## src/hdl/foc_param_pkg.sv

```systemverilog
// package: parameter codes, ranges, defaults and carrier structs for the foc parameter bank
package foc_param_pkg;
   // parameter codes (one byte each)
   localparam logic [7:0] CODE_PROP_GAIN    = 8'h8D;
   localparam logic [7:0] CODE_PHASE_OFFSET = 8'hE1;
   localparam logic [7:0] CODE_POLE_COUNT   = 8'h41;
   localparam logic [7:0] CODE_MIN_FREQ     = 8'hC0;
   localparam logic [7:0] CODE_BEMF_LIMIT   = 8'hBE;
   localparam logic [7:0] CODE_SWAP_WIND    = 8'hA4;
   localparam logic [7:0] CODE_ID_TARGET    = 8'h8F;
   localparam logic [7:0] CODE_CALIB        = 8'h46;
   localparam logic [7:0] CODE_DRIVE_MODE   = 8'h5F;

   // channel ranges
   localparam logic [7:0] NUM_MOTORS   = 8'h02;
   localparam logic [7:0] NUM_GAINS    = 8'h04;
   localparam logic [7:0] NUM_CALIB    = 8'h06;

   // value ranges
   localparam logic [31:0] GAIN_MAX        = 32'h7735_9400; // 2,000,000,000
   localparam logic [31:0] PHASE_MIN       = 32'hFFFF_FE01; // -511
   localparam logic [31:0] PHASE_MAX       = 32'h0000_01FF; // 511
   localparam logic [31:0] POLE_MIN        = 32'h0000_0001;
   localparam logic [31:0] POLE_MAX        = 32'h0000_00FF;
   localparam logic [31:0] FREQ_MIN        = 32'h0000_0001;
   localparam logic [31:0] FREQ_MAX        = 32'h0000_88B8; // 35000
   localparam logic [31:0] SWAP_MAX        = 32'h0000_0003;
   localparam logic [31:0] MODE_MAX        = 32'h0000_0001;

   // reset values
   localparam logic [31:0] GAIN_RST        = 32'h0000_0000;
   localparam logic [15:0] PHASE_RST       = 16'h0080;      // 128
   localparam logic [7:0]  POLE_RST        = 8'h01;
   localparam logic [15:0] FREQ_RST        = 16'h0064;      // 100
   localparam logic [31:0] BEMF_RST        = 32'h0000_03E8; // 1000
   localparam logic [1:0]  SWAP_RST        = 2'h0;
   localparam logic [31:0] ID_RST          = 32'h0000_0000;
   localparam logic [15:0] CALIB_RST       = 16'h0000;
   localparam logic        MODE_TRAP       = 1'h0;
   localparam logic        MODE_SINE       = 1'h1;

   // swap field positions
   localparam int SWAP_HALL_BIT = 1;
   localparam int SWAP_ENC_BIT  = 0;

   // host command carrier
   typedef struct packed {
      logic        valid;  // one-cycle request
      logic        write;  // 1 write, 0 query
      logic [7:0]  code;   // parameter code
      logic [7:0]  chan;   // 1-based channel index
      logic [31:0] value;  // write value
   } host_cmd_t;

   // answer carrier
   typedef struct packed {
      logic        valid;  // one-cycle answer
      logic        error;  // rejected or unknown
      logic [31:0] value;  // read-back value
   } host_rsp_t;

   // per-motor derived control outputs
   typedef struct packed {
      logic [31:0] torque_gain;   // gain routed to torque loop
      logic [31:0] flux_gain;     // 0 in trapezoidal mode
      logic        foc_active;    // sinusoidal mode uses foc
      logic        hall_reverse;  // hall angle counts down cw
      logic        enc_reverse;   // encoder angle counts down cw
      logic        field_weaken;  // nonzero direct current target
   } motor_ctl_t;
endpackage : foc_param_pkg

```

## src/hdl/foc_calib_store.sv

```systemverilog
// file: six-entry calibration memory with registered read data
`timescale 1ns/1ps
`default_nettype none
module foc_calib_store
   import foc_param_pkg::*;
(
   input  wire logic        i_clk,
   input  wire logic        i_srst,
   input  wire logic        i_we,
   input  wire logic [2:0]  i_waddr,
   input  wire logic [15:0] i_wdata,
   input  wire logic [2:0]  i_raddr,
   output logic [15:0]      o_rdata
);
   logic [15:0] mem_q [0:5];   // entries 0..5 for indices 1..6
   logic [15:0] rdata_q;       // registered read data

   // write and registered read; cleared so zero means never calibrated
   always_ff @(posedge i_clk)
   begin
      if (i_srst)
      begin
         for (int i = 0; i < 6; i++)
            mem_q[i] <= CALIB_RST;
         rdata_q <= CALIB_RST;
      end
      else
      begin
         if (i_we && i_waddr < 3'h6)
            mem_q[i_waddr] <= i_wdata;
         rdata_q <= (i_raddr < 3'h6) ? mem_q[i_raddr] : CALIB_RST;
      end
   end
   assign o_rdata = rdata_q;
endmodule : foc_calib_store
`default_nettype wire

```

## src/hdl/foc_sensor_param_bank.sv

```systemverilog
// file: per-channel foc and sensor parameter bank with command port
`timescale 1ns/1ps
`default_nettype none
module foc_sensor_param_bank
   import foc_param_pkg::*;
(
   input  wire logic        i_clk,
   input  wire logic        i_srst,
   input  wire host_cmd_t   i_cmd,          // host request
   output host_rsp_t        o_rsp,          // answer, one cycle later; two for calibration
   input  wire logic        i_setup_done,   // setup complete pulse
   input  wire logic        i_setup_motor,  // 0 motor one, 1 motor two
   input  wire logic [47:0] i_setup_calib,  // sine zero, cosine zero, ratio
   input  wire logic [15:0] i_elec_freq [2],   // measured freq, tenths hz
   input  wire logic [31:0] i_bemf_integral [2], // integral, milliwebers
   output logic [15:0]      o_commute_freq [2],  // floor-clamped frequency
   output logic [1:0]       o_commutate,         // integral reached limit
   output motor_ctl_t       o_ctl [2],
   output logic [15:0]      o_phase_offset [2],
   output logic [7:0]       o_pole_count [2]
);
   // whole state of the bank
   typedef struct packed {
      logic [3:0][31:0] gain;      // prop gains, index-1
      logic [1:0][15:0] phase;     // phase offset per motor
      logic [1:0][7:0]  poles;     // pole count per motor
      logic [1:0][15:0] freq;      // start-up frequency
      logic [1:0][31:0] bemf;      // integrator limit
      logic [1:0][1:0]  swap;      // swap windings
      logic [1:0][31:0] idt;       // direct current target
      logic [1:0]       mode;      // drive mode
      logic             pend;      // calibration read pending
      logic             rsp_vld;   // answer valid
      logic             rsp_err;   // answer error
      logic [31:0]      rsp_val;   // answer value
      logic [1:0]       comm;      // commutate flags, held while integral >= limit
      logic [1:0]       cal_cnt;   // three-word capture counter
      logic [47:0]      cal_buf;   // captured words, next one on top
      logic             cal_mot;   // motor being captured
   } state_t;

   state_t s_q;   // registered state
   state_t s_d;   // next state

   // unsigned in-range test used for the pole and frequency checks
   function automatic logic in_urange(input logic [31:0] v, input logic [31:0] lo, input logic [31:0] hi);
      in_urange = (v >= lo) && (v <= hi);
   endfunction : in_urange

   // channel check: 1..n
   function automatic logic chan_ok(input logic [7:0] c, input logic [7:0] n);
      chan_ok = (c != 8'h00) && (c <= n);
   endfunction : chan_ok

   logic [15:0] cal_rdata;          // calibration memory read
   logic [2:0]  cal_waddr;          // write row
   logic        cal_sel;            // cal write enable while a capture runs

   // a capture in progress writes one word per cycle, sine zero first
   assign cal_sel   = (s_q.cal_cnt != 2'h0);
   assign cal_waddr = 3'((s_q.cal_mot ? 3 : 0) + (3 - int'(s_q.cal_cnt)));

   foc_calib_store u_calib (
      .i_clk   (i_clk),
      .i_srst  (i_srst),
      .i_we    (cal_sel),
      .i_waddr (cal_waddr),
      .i_wdata (s_q.cal_buf[47:32]),
      .i_raddr (3'(i_cmd.chan - 8'h01)),
      .o_rdata (cal_rdata)
   );

   // command decode, range checks and answer
   always_comb
   begin
      logic        ok;
      logic [7:0]  m;
      logic [31:0] v;
      s_d = s_q;
      ok  = 1'b0;
      m   = i_cmd.chan - 8'h01;
      v   = i_cmd.value;
      s_d.rsp_vld = 1'b0;
      s_d.pend    = 1'b0;
      if (s_q.pend)
      begin
         s_d.rsp_vld = 1'b1;
         s_d.rsp_err = 1'b0;
         s_d.rsp_val = {{16{cal_rdata[15]}}, cal_rdata};
      end
      else if (i_cmd.valid)
      begin
         s_d.rsp_vld = 1'b1;
         s_d.rsp_val = 32'h0000_0000;
         unique case (i_cmd.code)
            CODE_PROP_GAIN:
            begin
               ok = chan_ok(i_cmd.chan, NUM_GAINS) && (!i_cmd.write || v <= GAIN_MAX);
               if (ok && i_cmd.write) s_d.gain[m[1:0]] = v;
               s_d.rsp_val = s_q.gain[m[1:0]];
            end
            CODE_PHASE_OFFSET:
            begin
               ok = chan_ok(i_cmd.chan, NUM_MOTORS) && (!i_cmd.write || ($signed(v) >= $signed(PHASE_MIN)
                    && $signed(v) <= $signed(PHASE_MAX)));
               if (ok && i_cmd.write) s_d.phase[m[0]] = v[15:0];
               s_d.rsp_val = {{16{s_q.phase[m[0]][15]}}, s_q.phase[m[0]]};
            end
            CODE_POLE_COUNT:
            begin
               ok = chan_ok(i_cmd.chan, NUM_MOTORS) && (!i_cmd.write || in_urange(v, POLE_MIN, POLE_MAX));
               if (ok && i_cmd.write) s_d.poles[m[0]] = v[7:0];
               s_d.rsp_val = {24'h00_0000, s_q.poles[m[0]]};
            end
            CODE_MIN_FREQ:
            begin
               ok = chan_ok(i_cmd.chan, NUM_MOTORS) && (!i_cmd.write || in_urange(v, FREQ_MIN, FREQ_MAX));
               if (ok && i_cmd.write) s_d.freq[m[0]] = v[15:0];
               s_d.rsp_val = {16'h0000, s_q.freq[m[0]]};
            end
            CODE_BEMF_LIMIT:
            begin
               ok = chan_ok(i_cmd.chan, NUM_MOTORS);
               if (ok && i_cmd.write) s_d.bemf[m[0]] = v;
               s_d.rsp_val = s_q.bemf[m[0]];
            end
            CODE_SWAP_WIND:
            begin
               ok = chan_ok(i_cmd.chan, NUM_MOTORS) && (!i_cmd.write || v <= SWAP_MAX);
               if (ok && i_cmd.write) s_d.swap[m[0]] = v[1:0];
               s_d.rsp_val = {30'h0, s_q.swap[m[0]]};
            end
            CODE_ID_TARGET:
            begin
               ok = chan_ok(i_cmd.chan, NUM_MOTORS);
               if (ok && i_cmd.write) s_d.idt[m[0]] = v;
               s_d.rsp_val = s_q.idt[m[0]];
            end
            CODE_DRIVE_MODE:
            begin
               ok = chan_ok(i_cmd.chan, NUM_MOTORS) && (!i_cmd.write || v <= MODE_MAX);
               if (ok && i_cmd.write) s_d.mode[m[0]] = v[0];
               s_d.rsp_val = {31'h0, s_q.mode[m[0]]};
            end
            CODE_CALIB:
            begin
               // calibration is read-only; the answer follows two cycles after the query
               ok = chan_ok(i_cmd.chan, NUM_CALIB) && !i_cmd.write;
               if (ok)
               begin
                  s_d.pend    = 1'b1;
                  s_d.rsp_vld = 1'b0;
               end
            end
            default: ok = 1'b0;
         endcase
         s_d.rsp_err = !ok;
         if (!ok) s_d.rsp_val = 32'h0000_0000;
      end
      // capture sequencer: a done pulse while a capture runs is ignored
      if (i_setup_done && s_q.cal_cnt == 2'h0)
      begin
         s_d.cal_cnt = 2'h3;
         s_d.cal_buf = i_setup_calib;
         s_d.cal_mot = i_setup_motor;
      end
      else if (s_q.cal_cnt != 2'h0)
      begin
         s_d.cal_cnt = s_q.cal_cnt - 2'h1;
         s_d.cal_buf = {s_q.cal_buf[31:0], 16'h0000};
      end
      // back-emf integral reaching the limit fires commutation
      for (int k = 0; k < 2; k++)
         s_d.comm[k] = (i_bemf_integral[k] >= s_q.bemf[k]);
   end

   // state register
   always_ff @(posedge i_clk)
   begin
      if (i_srst)
      begin
         s_q         <= '0;
         s_q.gain    <= {4{GAIN_RST}};
         s_q.phase   <= {2{PHASE_RST}};
         s_q.poles   <= {2{POLE_RST}};
         s_q.freq    <= {2{FREQ_RST}};
         s_q.bemf    <= {2{BEMF_RST}};
         s_q.swap    <= {2{SWAP_RST}};
         s_q.idt     <= {2{ID_RST}};
         s_q.mode    <= {2{MODE_TRAP}};
      end
      else
         s_q <= s_d;
   end

   // per-motor derived controls
   always_comb
   begin
      for (int k = 0; k < 2; k++)
      begin
         o_ctl[k].torque_gain  = s_q.gain[2 + k];
         o_ctl[k].flux_gain    = (s_q.mode[k] == MODE_SINE) ? s_q.gain[k] : GAIN_RST;
         o_ctl[k].foc_active   = (s_q.mode[k] == MODE_SINE);
         o_ctl[k].hall_reverse = s_q.swap[k][SWAP_HALL_BIT];
         o_ctl[k].enc_reverse  = s_q.swap[k][SWAP_ENC_BIT];
         o_ctl[k].field_weaken = (s_q.idt[k] != ID_RST);
         o_commute_freq[k]     = (i_elec_freq[k] < s_q.freq[k]) ? s_q.freq[k] : i_elec_freq[k];
         o_phase_offset[k]     = s_q.phase[k];
         o_pole_count[k]       = s_q.poles[k];
      end
   end

   assign o_commutate = s_q.comm;
   assign o_rsp       = '{valid: s_q.rsp_vld, error: s_q.rsp_err, value: s_q.rsp_val};

   // checks
   a_gain_bound: assert property (@(posedge i_clk) disable iff (i_srst) s_q.gain[0] <= GAIN_MAX)
      else $error("gain above limit");
   a_phase_bound: assert property (@(posedge i_clk) disable iff (i_srst)
      $signed(s_q.phase[0]) >= -16'sh01FF && $signed(s_q.phase[0]) <= 16'sh01FF)
      else $error("phase out of range");
   a_pole_nonzero: assert property (@(posedge i_clk) disable iff (i_srst) s_q.poles[1] != 8'h00)
      else $error("pole count zero");
   a_freq_floor: assert property (@(posedge i_clk) disable iff (i_srst) o_commute_freq[0] >= s_q.freq[0])
      else $error("commutation below floor");
   a_freq_bound: assert property (@(posedge i_clk) disable iff (i_srst)
      s_q.freq[0] != 16'h0000 && s_q.freq[0] <= 16'h88B8)
      else $error("frequency out of range");
   // a command in the cycle after a calibration query is ignored, so the checks skip it
   a_reject_keep: assert property (@(posedge i_clk) disable iff (i_srst)
      i_cmd.valid && !s_q.pend && i_cmd.write && i_cmd.code == CODE_SWAP_WIND && i_cmd.value > SWAP_MAX
      |=> $stable(s_q.swap) && o_rsp.valid && o_rsp.error)
      else $error("bad swap write accepted");
   a_trap_flux: assert property (@(posedge i_clk) disable iff (i_srst)
      s_q.mode[0] == MODE_TRAP |-> o_ctl[0].flux_gain == GAIN_RST && !o_ctl[0].foc_active)
      else $error("flux gain used in trapezoidal");
   a_comm_fire: assert property (@(posedge i_clk) disable iff (i_srst)
      i_bemf_integral[1] >= s_q.bemf[1] && $stable(s_q.bemf[1]) |=> o_commutate[1])
      else $error("missed commutation");
   a_cal_answer: assert property (@(posedge i_clk) disable iff (i_srst)
      i_cmd.valid && !s_q.pend && !i_cmd.write && i_cmd.code == CODE_CALIB && chan_ok(i_cmd.chan, NUM_CALIB)
      |=> !o_rsp.valid ##1 o_rsp.valid && !o_rsp.error)
      else $error("calibration answer late");
   a_field_weaken: assert property (@(posedge i_clk) disable iff (i_srst)
      i_cmd.valid && !s_q.pend && i_cmd.write && i_cmd.code == CODE_ID_TARGET && i_cmd.chan == 8'h01
      && i_cmd.value != 32'h0000_0000 |=> o_ctl[0].field_weaken)
      else $error("field weaken wrong");

   c_gain_write: cover property (@(posedge i_clk) i_cmd.valid && i_cmd.write && i_cmd.code == CODE_PROP_GAIN);
   c_reject: cover property (@(posedge i_clk) o_rsp.valid && o_rsp.error);
   c_cal_read: cover property (@(posedge i_clk) s_q.pend ##1 o_rsp.valid && o_rsp.value != 32'h0000_0000);
   c_floor: cover property (@(posedge i_clk) i_elec_freq[0] < s_q.freq[0]);
endmodule : foc_sensor_param_bank
`default_nettype wire

```

## config.mk

```make
export PLATFORM = sky130hd
export DESIGN_NAME = foc_sensor_param_bank
export DESIGN_NICKNAME = d
export VERILOG_FILES = /design/src/hdl/foc_param_pkg.sv /design/src/hdl/foc_calib_store.sv /design/src/hdl/foc_sensor_param_bank.sv
export SDC_FILE = /design/constraint.sdc
export NUM_CORES = 1
export LEC_CHECK = 0
export BUFFER_PORTS_ARGS = -buffer_cell sky130_fd_sc_hd__buf_4
export CAP_MARGIN = 20
export CORE_MARGIN = 2
export CORE_UTILIZATION = 45
export CTS_CLUSTER_SIZE = 40
export DETAILED_ROUTE_END_ITERATION = 8
export GPL_TIMING_DRIVEN = 0
export PLACE_DENSITY = 0.66
export SLEW_MARGIN = 40
export SYNTH_ARGS = -nofsm -noshare
export SYNTH_HDL_FRONTEND = slang
export SYNTH_SLANG_ARGS = --single-unit
export TNS_END_PERCENT = 10
```

## constraint.sdc

```tcl
create_clock -name i_clk -period 4.4 [get_ports i_clk]
set_input_delay 0.88 -clock i_clk [delete_from_list [all_inputs] [get_ports i_clk]]
set_output_delay 0.88 -clock i_clk [all_outputs]
set_load 0.02 [all_outputs]
```

Yosys cells after proc, flatten, opt, wreduce, memory -nomap -nowiden
Memories as Yosys holds them, arrays and structs flattened. A register that Yosys moved wholly into a read port is not among the register bits.
Cells that the tools add are included.

operators by class
  add/subtract/negate cells = 4
  magnitude comparators = 21
  eq/ne operators = 9
  muxes and demuxes = 60
  bitwise logic cells = 4
  reduce and logical (&&, ||, !) cells = 52

operators with widths
  cell                                                                                   number
  32-bit 2-to-1 mux                                                                      10
  32-bit one-hot mux with 8 select lines                                                 1
  128-bit bitwise mux                                                                    1
  64-bit bitwise mux                                                                     2
  16-bit 2-to-1 mux                                                                      8
  50-bit 2-to-1 mux                                                                      2
  34-bit 2-to-1 mux                                                                      2
  32-bit binary-select mux with 2-bit select                                             1
  32-bit bitwise mux                                                                     2
  32-bit demux with 2-bit select                                                         1
  32-bit greater-or-equal comparator                                                     2
  32-bit nonzero test                                                                    2
  8-bit == test, second input constant                                                   6
  32-bit demux with 1-bit select                                                         1
  32-bit by 1-bit greater-or-equal comparator with 1-bit output, second input constant   1
  32-bit by 10-bit greater-or-equal comparator with 1-bit output, second input constant  1
  32-bit by 1-bit <= comparator with 1-bit output, second input constant                 1
  32-bit by 10-bit <= comparator with 1-bit output, second input constant                1
  32-bit by 16-bit <= comparator with 1-bit output, second input constant                1
  32-bit by 2-bit <= comparator with 1-bit output, second input constant                 1
  32-bit by 31-bit <= comparator with 1-bit output, second input constant                1
  32-bit by 8-bit <= comparator with 1-bit output, second input constant                 1
  16-bit < comparator                                                                    2
  4-bit AND reduction                                                                    8
  other kinds (34)                                                                       91

storage, ports and cells
  register bits after elaboration = 430
  RAM bits = 96
  input port bits = 198
  output and inout port bits = 252
  word-level logic and storage cells = 176
  memories = 1

memory list
  name           depth  bits a word  read ports  clocked after Yosys merged registers in  wr ports  line                   RTL
  u_calib.mem_q  6      16           1           1                                        6         foc_calib_store.sv:15  logic [15:0] mem_q [0:5];

Logic depth before layout (Yosys ltp)
  word-level depth = 10
  depth in mapped cells = 11
  gate-level depth less buffers = 9

By module
From an unflattened synthesis, not the netlist that was laid out.

second synthesis, totals
  cells, all modules = 3055
  area, all modules = 28009.4 um2

by module, submodules not included
  module                 times used  cells an instance  area an instance (um2)  seq. area each (um2)
  foc_sensor_param_bank  1           2726               23437.5                 8608.3
  foc_calib_store        1           329                4571.9                  3203.1

Worst setup path after synthesis
Ideal clock, no wire load.

  kind = input port to output port
  from = input port i_elec_freq[1] (netlist name)
  to = output port o_commute_freq[10] (netlist name)
  data arrival time = 2936 ps
  required time = 3520 ps
  path slack = 584 ps
  stages = 8
  path buffers = 1
  cell sequence = ha_1 > a21o_1 > a21o_1 > a211oi_1 > o21ai_0 > a31oi_1 > buf_2 > mux2_2

RTL lines
  element          line                         RTL
  start, declared  foc_sensor_param_bank.sv:14  input wire logic [15:0] i_elec_freq [2],
  end, declared    foc_sensor_param_bank.sv:16  output logic [15:0] o_commute_freq [2],

==> impl_results.md <==
* Status: completed
* Post-synth EDFFs at 96
* #FFs+latches synth at approximately 540
* PortBufs at 430
* Largest net degree at the start of global routing at 17
* Sequential fraction of the synthesis area at 42.1%
* R2R depth at 8
* Die height at 254 um
* Via Count at between 20k and 30k
* Die area at approximately 0.064 mm2
* Critical Path Start: s_q[223]$_SDFFE_PP0P_
* Worst path arrival time at ~3.3 ns
* Worst-path clk slew at approximately 0.060 ns
* CP Data Required Time at between 3 and 4 ns
* Crit path time final at approximately 4.2 ns
* Slew Viols, Final at 0
* Hold wc startpoint: s_q[211]$_SDFFE_PP0P_
* Switching Fraction at a little over a quarter
* Total Wirelength at roughly 110000 um
* Root buffer cell: clkbuf_16
* Mapped Cells at roughly 3.1k
* Row count at approximately 90
* Final Hold Vio Count at 0
* Layout cells sized above 1 at approximately a quarter
* Synth warnings at 0
* Remaining DRCs at 0
* First-pass GRT wire length at between 150000 and 200000 um
* Cell Int Power at between 0.008 and 0.009 W
* Least-Margin Pin Slew at just over 0.9 ns
* Kind of cell adding the most delay to the critical path: compound AO/OA/AOI/OAI gates
* R2r startpoint: s_q[87]$_SDFF_PP0_
* Layout area overhead at 22.0%
* Fmax at about 240 MHz
* Core area at 0.0617 mm2
* GP Congestion at a little over 1
* Vias in the first global route at around 24k
* Setup_tns at 0 ns
* CTS Sinks at 542
* I/O pin cnt at between 400 and 500
* Worst hold slack at ~0.45 ns
* Max-cap violations at 0
* Clock skew at just under 0.02 ns
* Crit path max fanout at 10
* Post-synthesis net count at 3380
* Crit-path slowest cell: dfxtp_1
* 1st-pass router iterations at 6
* CP Class: reg -> out
* Distinct cells, synth at around 70
* Pwr Density at around 340 mW/mm2
* Vias per std cell at 5.69
* DRT iter0 DRCs at 2899
* Clock Power Share at 41.8%
* RSZ-0062 raised after global routing: no
* H-Tree Depth at 2
* CP Depth at 10
* DRT antenna net count at 0
* TritonCTS clock tree: done
* Avg Inst Size Synth at approximately 9.1 um2
* Worst hold path class: reg -> reg
* Fin util at approximately 55%
* Cell Area, Synth at 0.0281 mm2
* Crit path launch type: flip-flop
* Leading cell type in the layout, fill and taps excluded: buf_4
* Initial core utilization at a little under half
* Initial antenna violation count at 5
* CP Cell Sequence: inv_1, ha_1, a21o_1, a21o_1, a211oi_1, o21ai_0, a31oi_2, buf_2, mux2_2, buf_4
* Wire length per cell at 24.5 um
* Most frequent cells in the layout: buf_4, dfxtp_1, nand2_1
* Overflow after GRT at 0
* Reg-to-reg slack, setup at approximately 0.9 ns
* Critical path's largest stage delay at 0.40 ns
* Post-CTS Setup Inserts at 0
* Rel. slew slack at between 30% and 40%
* Logic gate share of total power at between 10% and 20%
* Pleak at roughly 14 nW
* Worst path buffer plus inverter count at 3
* Fin crit share at a little over nine tenths
* Max clock buf depth at 3
* Worst Setup End Kind: output pin
* Skew-Pair Late Insertion Delay at 0.63 ns
* FF-to-FF End: o_phase_offset[28]$_SDFFE_PP0P_
* Setup crit end: o_commute_freq[21]
* Sw Pwr at a little over 0.003 W
* Ys async rst share at 0%
* Die span in x at roughly 250 um
* Synth Flop Type: dfxtp_1
* Seq pwr share at a little under half
* Nets@finish at 3872
* Detailed placer's ending HPWL at ~85000 um
* GRT Total Usage at 32.9%
* Final setup viols at 0
* CTS Buf Count at 57
* Worst vdd ir at between 0.3 and 0.4 mV
* CP most frequent cell: a21o_1
==> tightest hold or removal path: stages, from the launching register on <==
cell and delay [ns]:
dfxtp_1 0.31, nand2_1 0.05, a21oi_1 0.05
==> power groups by stage <==
stage	Clock [W]	Sequential, W	Combinational [W]
floorplan	0	0.00539	0.000780
global placement	0	0.00543	0.00131
detailed placement	0	0.00543	0.00133
CTS	0.00480	0.00533	0.00134
global route	0.00499	0.00534	0.00146
finish	0.00480	0.00533	0.00136
==> worst min-delay path by stage <==
| stage | to | depth (start not counted) |
|---|---|---|
| final | s_q[211]$_SDFFE_PP0P_ | 2 |
| after global routing | s_q[212]$_SDFFE_PP0P_ | 2 |
| after CTS | s_q[214]$_SDFFE_PP0P_ | 2 |
| after detailed placement | s_q[207]$_SDFFE_PP0P_ | 2 |
| after global placement | s_q[49]$_SDFFE_PP0P_ | 2 |
| after floorplan | s_q[49]$_SDFFE_PP0P_ | 2 |
==> layer usage <==
metal | track usage (%) | up-vias | wire length, um
met5 | 0 | - | 37
met2 | 53.1 | 1288 | 49600
li1 | - | 11600 | -
met4 | 15.8 | 6 | 5650
met3 | 6.68 | 274 | 10300
met1 | 42.2 | 12200 | 43300
==> stage by stage <==
step	total power (W)	instances	setup WS [ns]	instance area, um2
after floorplan	0.00617	3081	0.584	28100
after global placement	0.00674	4348	-0.0797	32300
after detailed placement	0.00677	4350	-0.132	32400
after CTS	0.0115	4450	0.122	34200
after global routing	0.0118	4453	0.0296	34200
final	0.0115	4453	0.217	34200
==> flip-flops by register name (all words and copies together), names as in the netlist <==
register,count
s_q,276
u_calib.mem_q,96
o_ctl,70
o_rsp,34
o_phase_offset,32
o_pole_count,16
u_calib.o_rdata,16
o_commutate,2
==> Yosys cell counts, types with 68 or more instances <==
master | instances | area [um2]
and2_1 | 68 | 425
nor2_1 | 318 | 1190
edfxtp_1 | 96 | 2880
a21oi_1 | 221 | 1110
buf_4 | 155 | 1160
inv_1 | 123 | 462
nand2_1 | 412 | 1550
dfxtp_1 | 446 | 8930
o21ai_0 | 127 | 636
mux2i_1 | 269 | 2690
clkbuf_1 | 168 | 631
ha_1 | 100 | 1250
==> timing repair <==
action | in CTS | in global routing
endpoints found under the hold margin | 0 | 0
resized for setup | 2 | 1
gates cloned | 0 | 0
setup endpoints to repair | 12 | 10
pin swaps | 0 | 0
hold buffers | 0 | 0
==> final cells by class <==
cell class	count	area [um2]
Antenna cell	2	5.00
Buffer	388	2200
Clock buffer	85	1670
Clock inverter	15	143
Fill cell	5771	27500
Inverter	124	465
Multi-Input combinational cell	2027	13600
Sequential cell	542	11800
Tap cell	837	1050
Timing Repair Buffer	433	3250
==> cells by family (layout without fill, tap and decap cells) <==
logic type,count (synthesis),count (layout),share of synthesized area [%]
adders and majority gates,101,101,4.53
AOI/OAI and AO/OA,580,580,12.9
buffers and inverters,512,1045,9.45
DFF,542,542,42.1
and+or+nand+nor,979,979,15.6
other,0,2,0
muxes,365,365,15.4
xor gates and xnor gates,2,2,0.0624
Power figures use the tool's default switching activity.
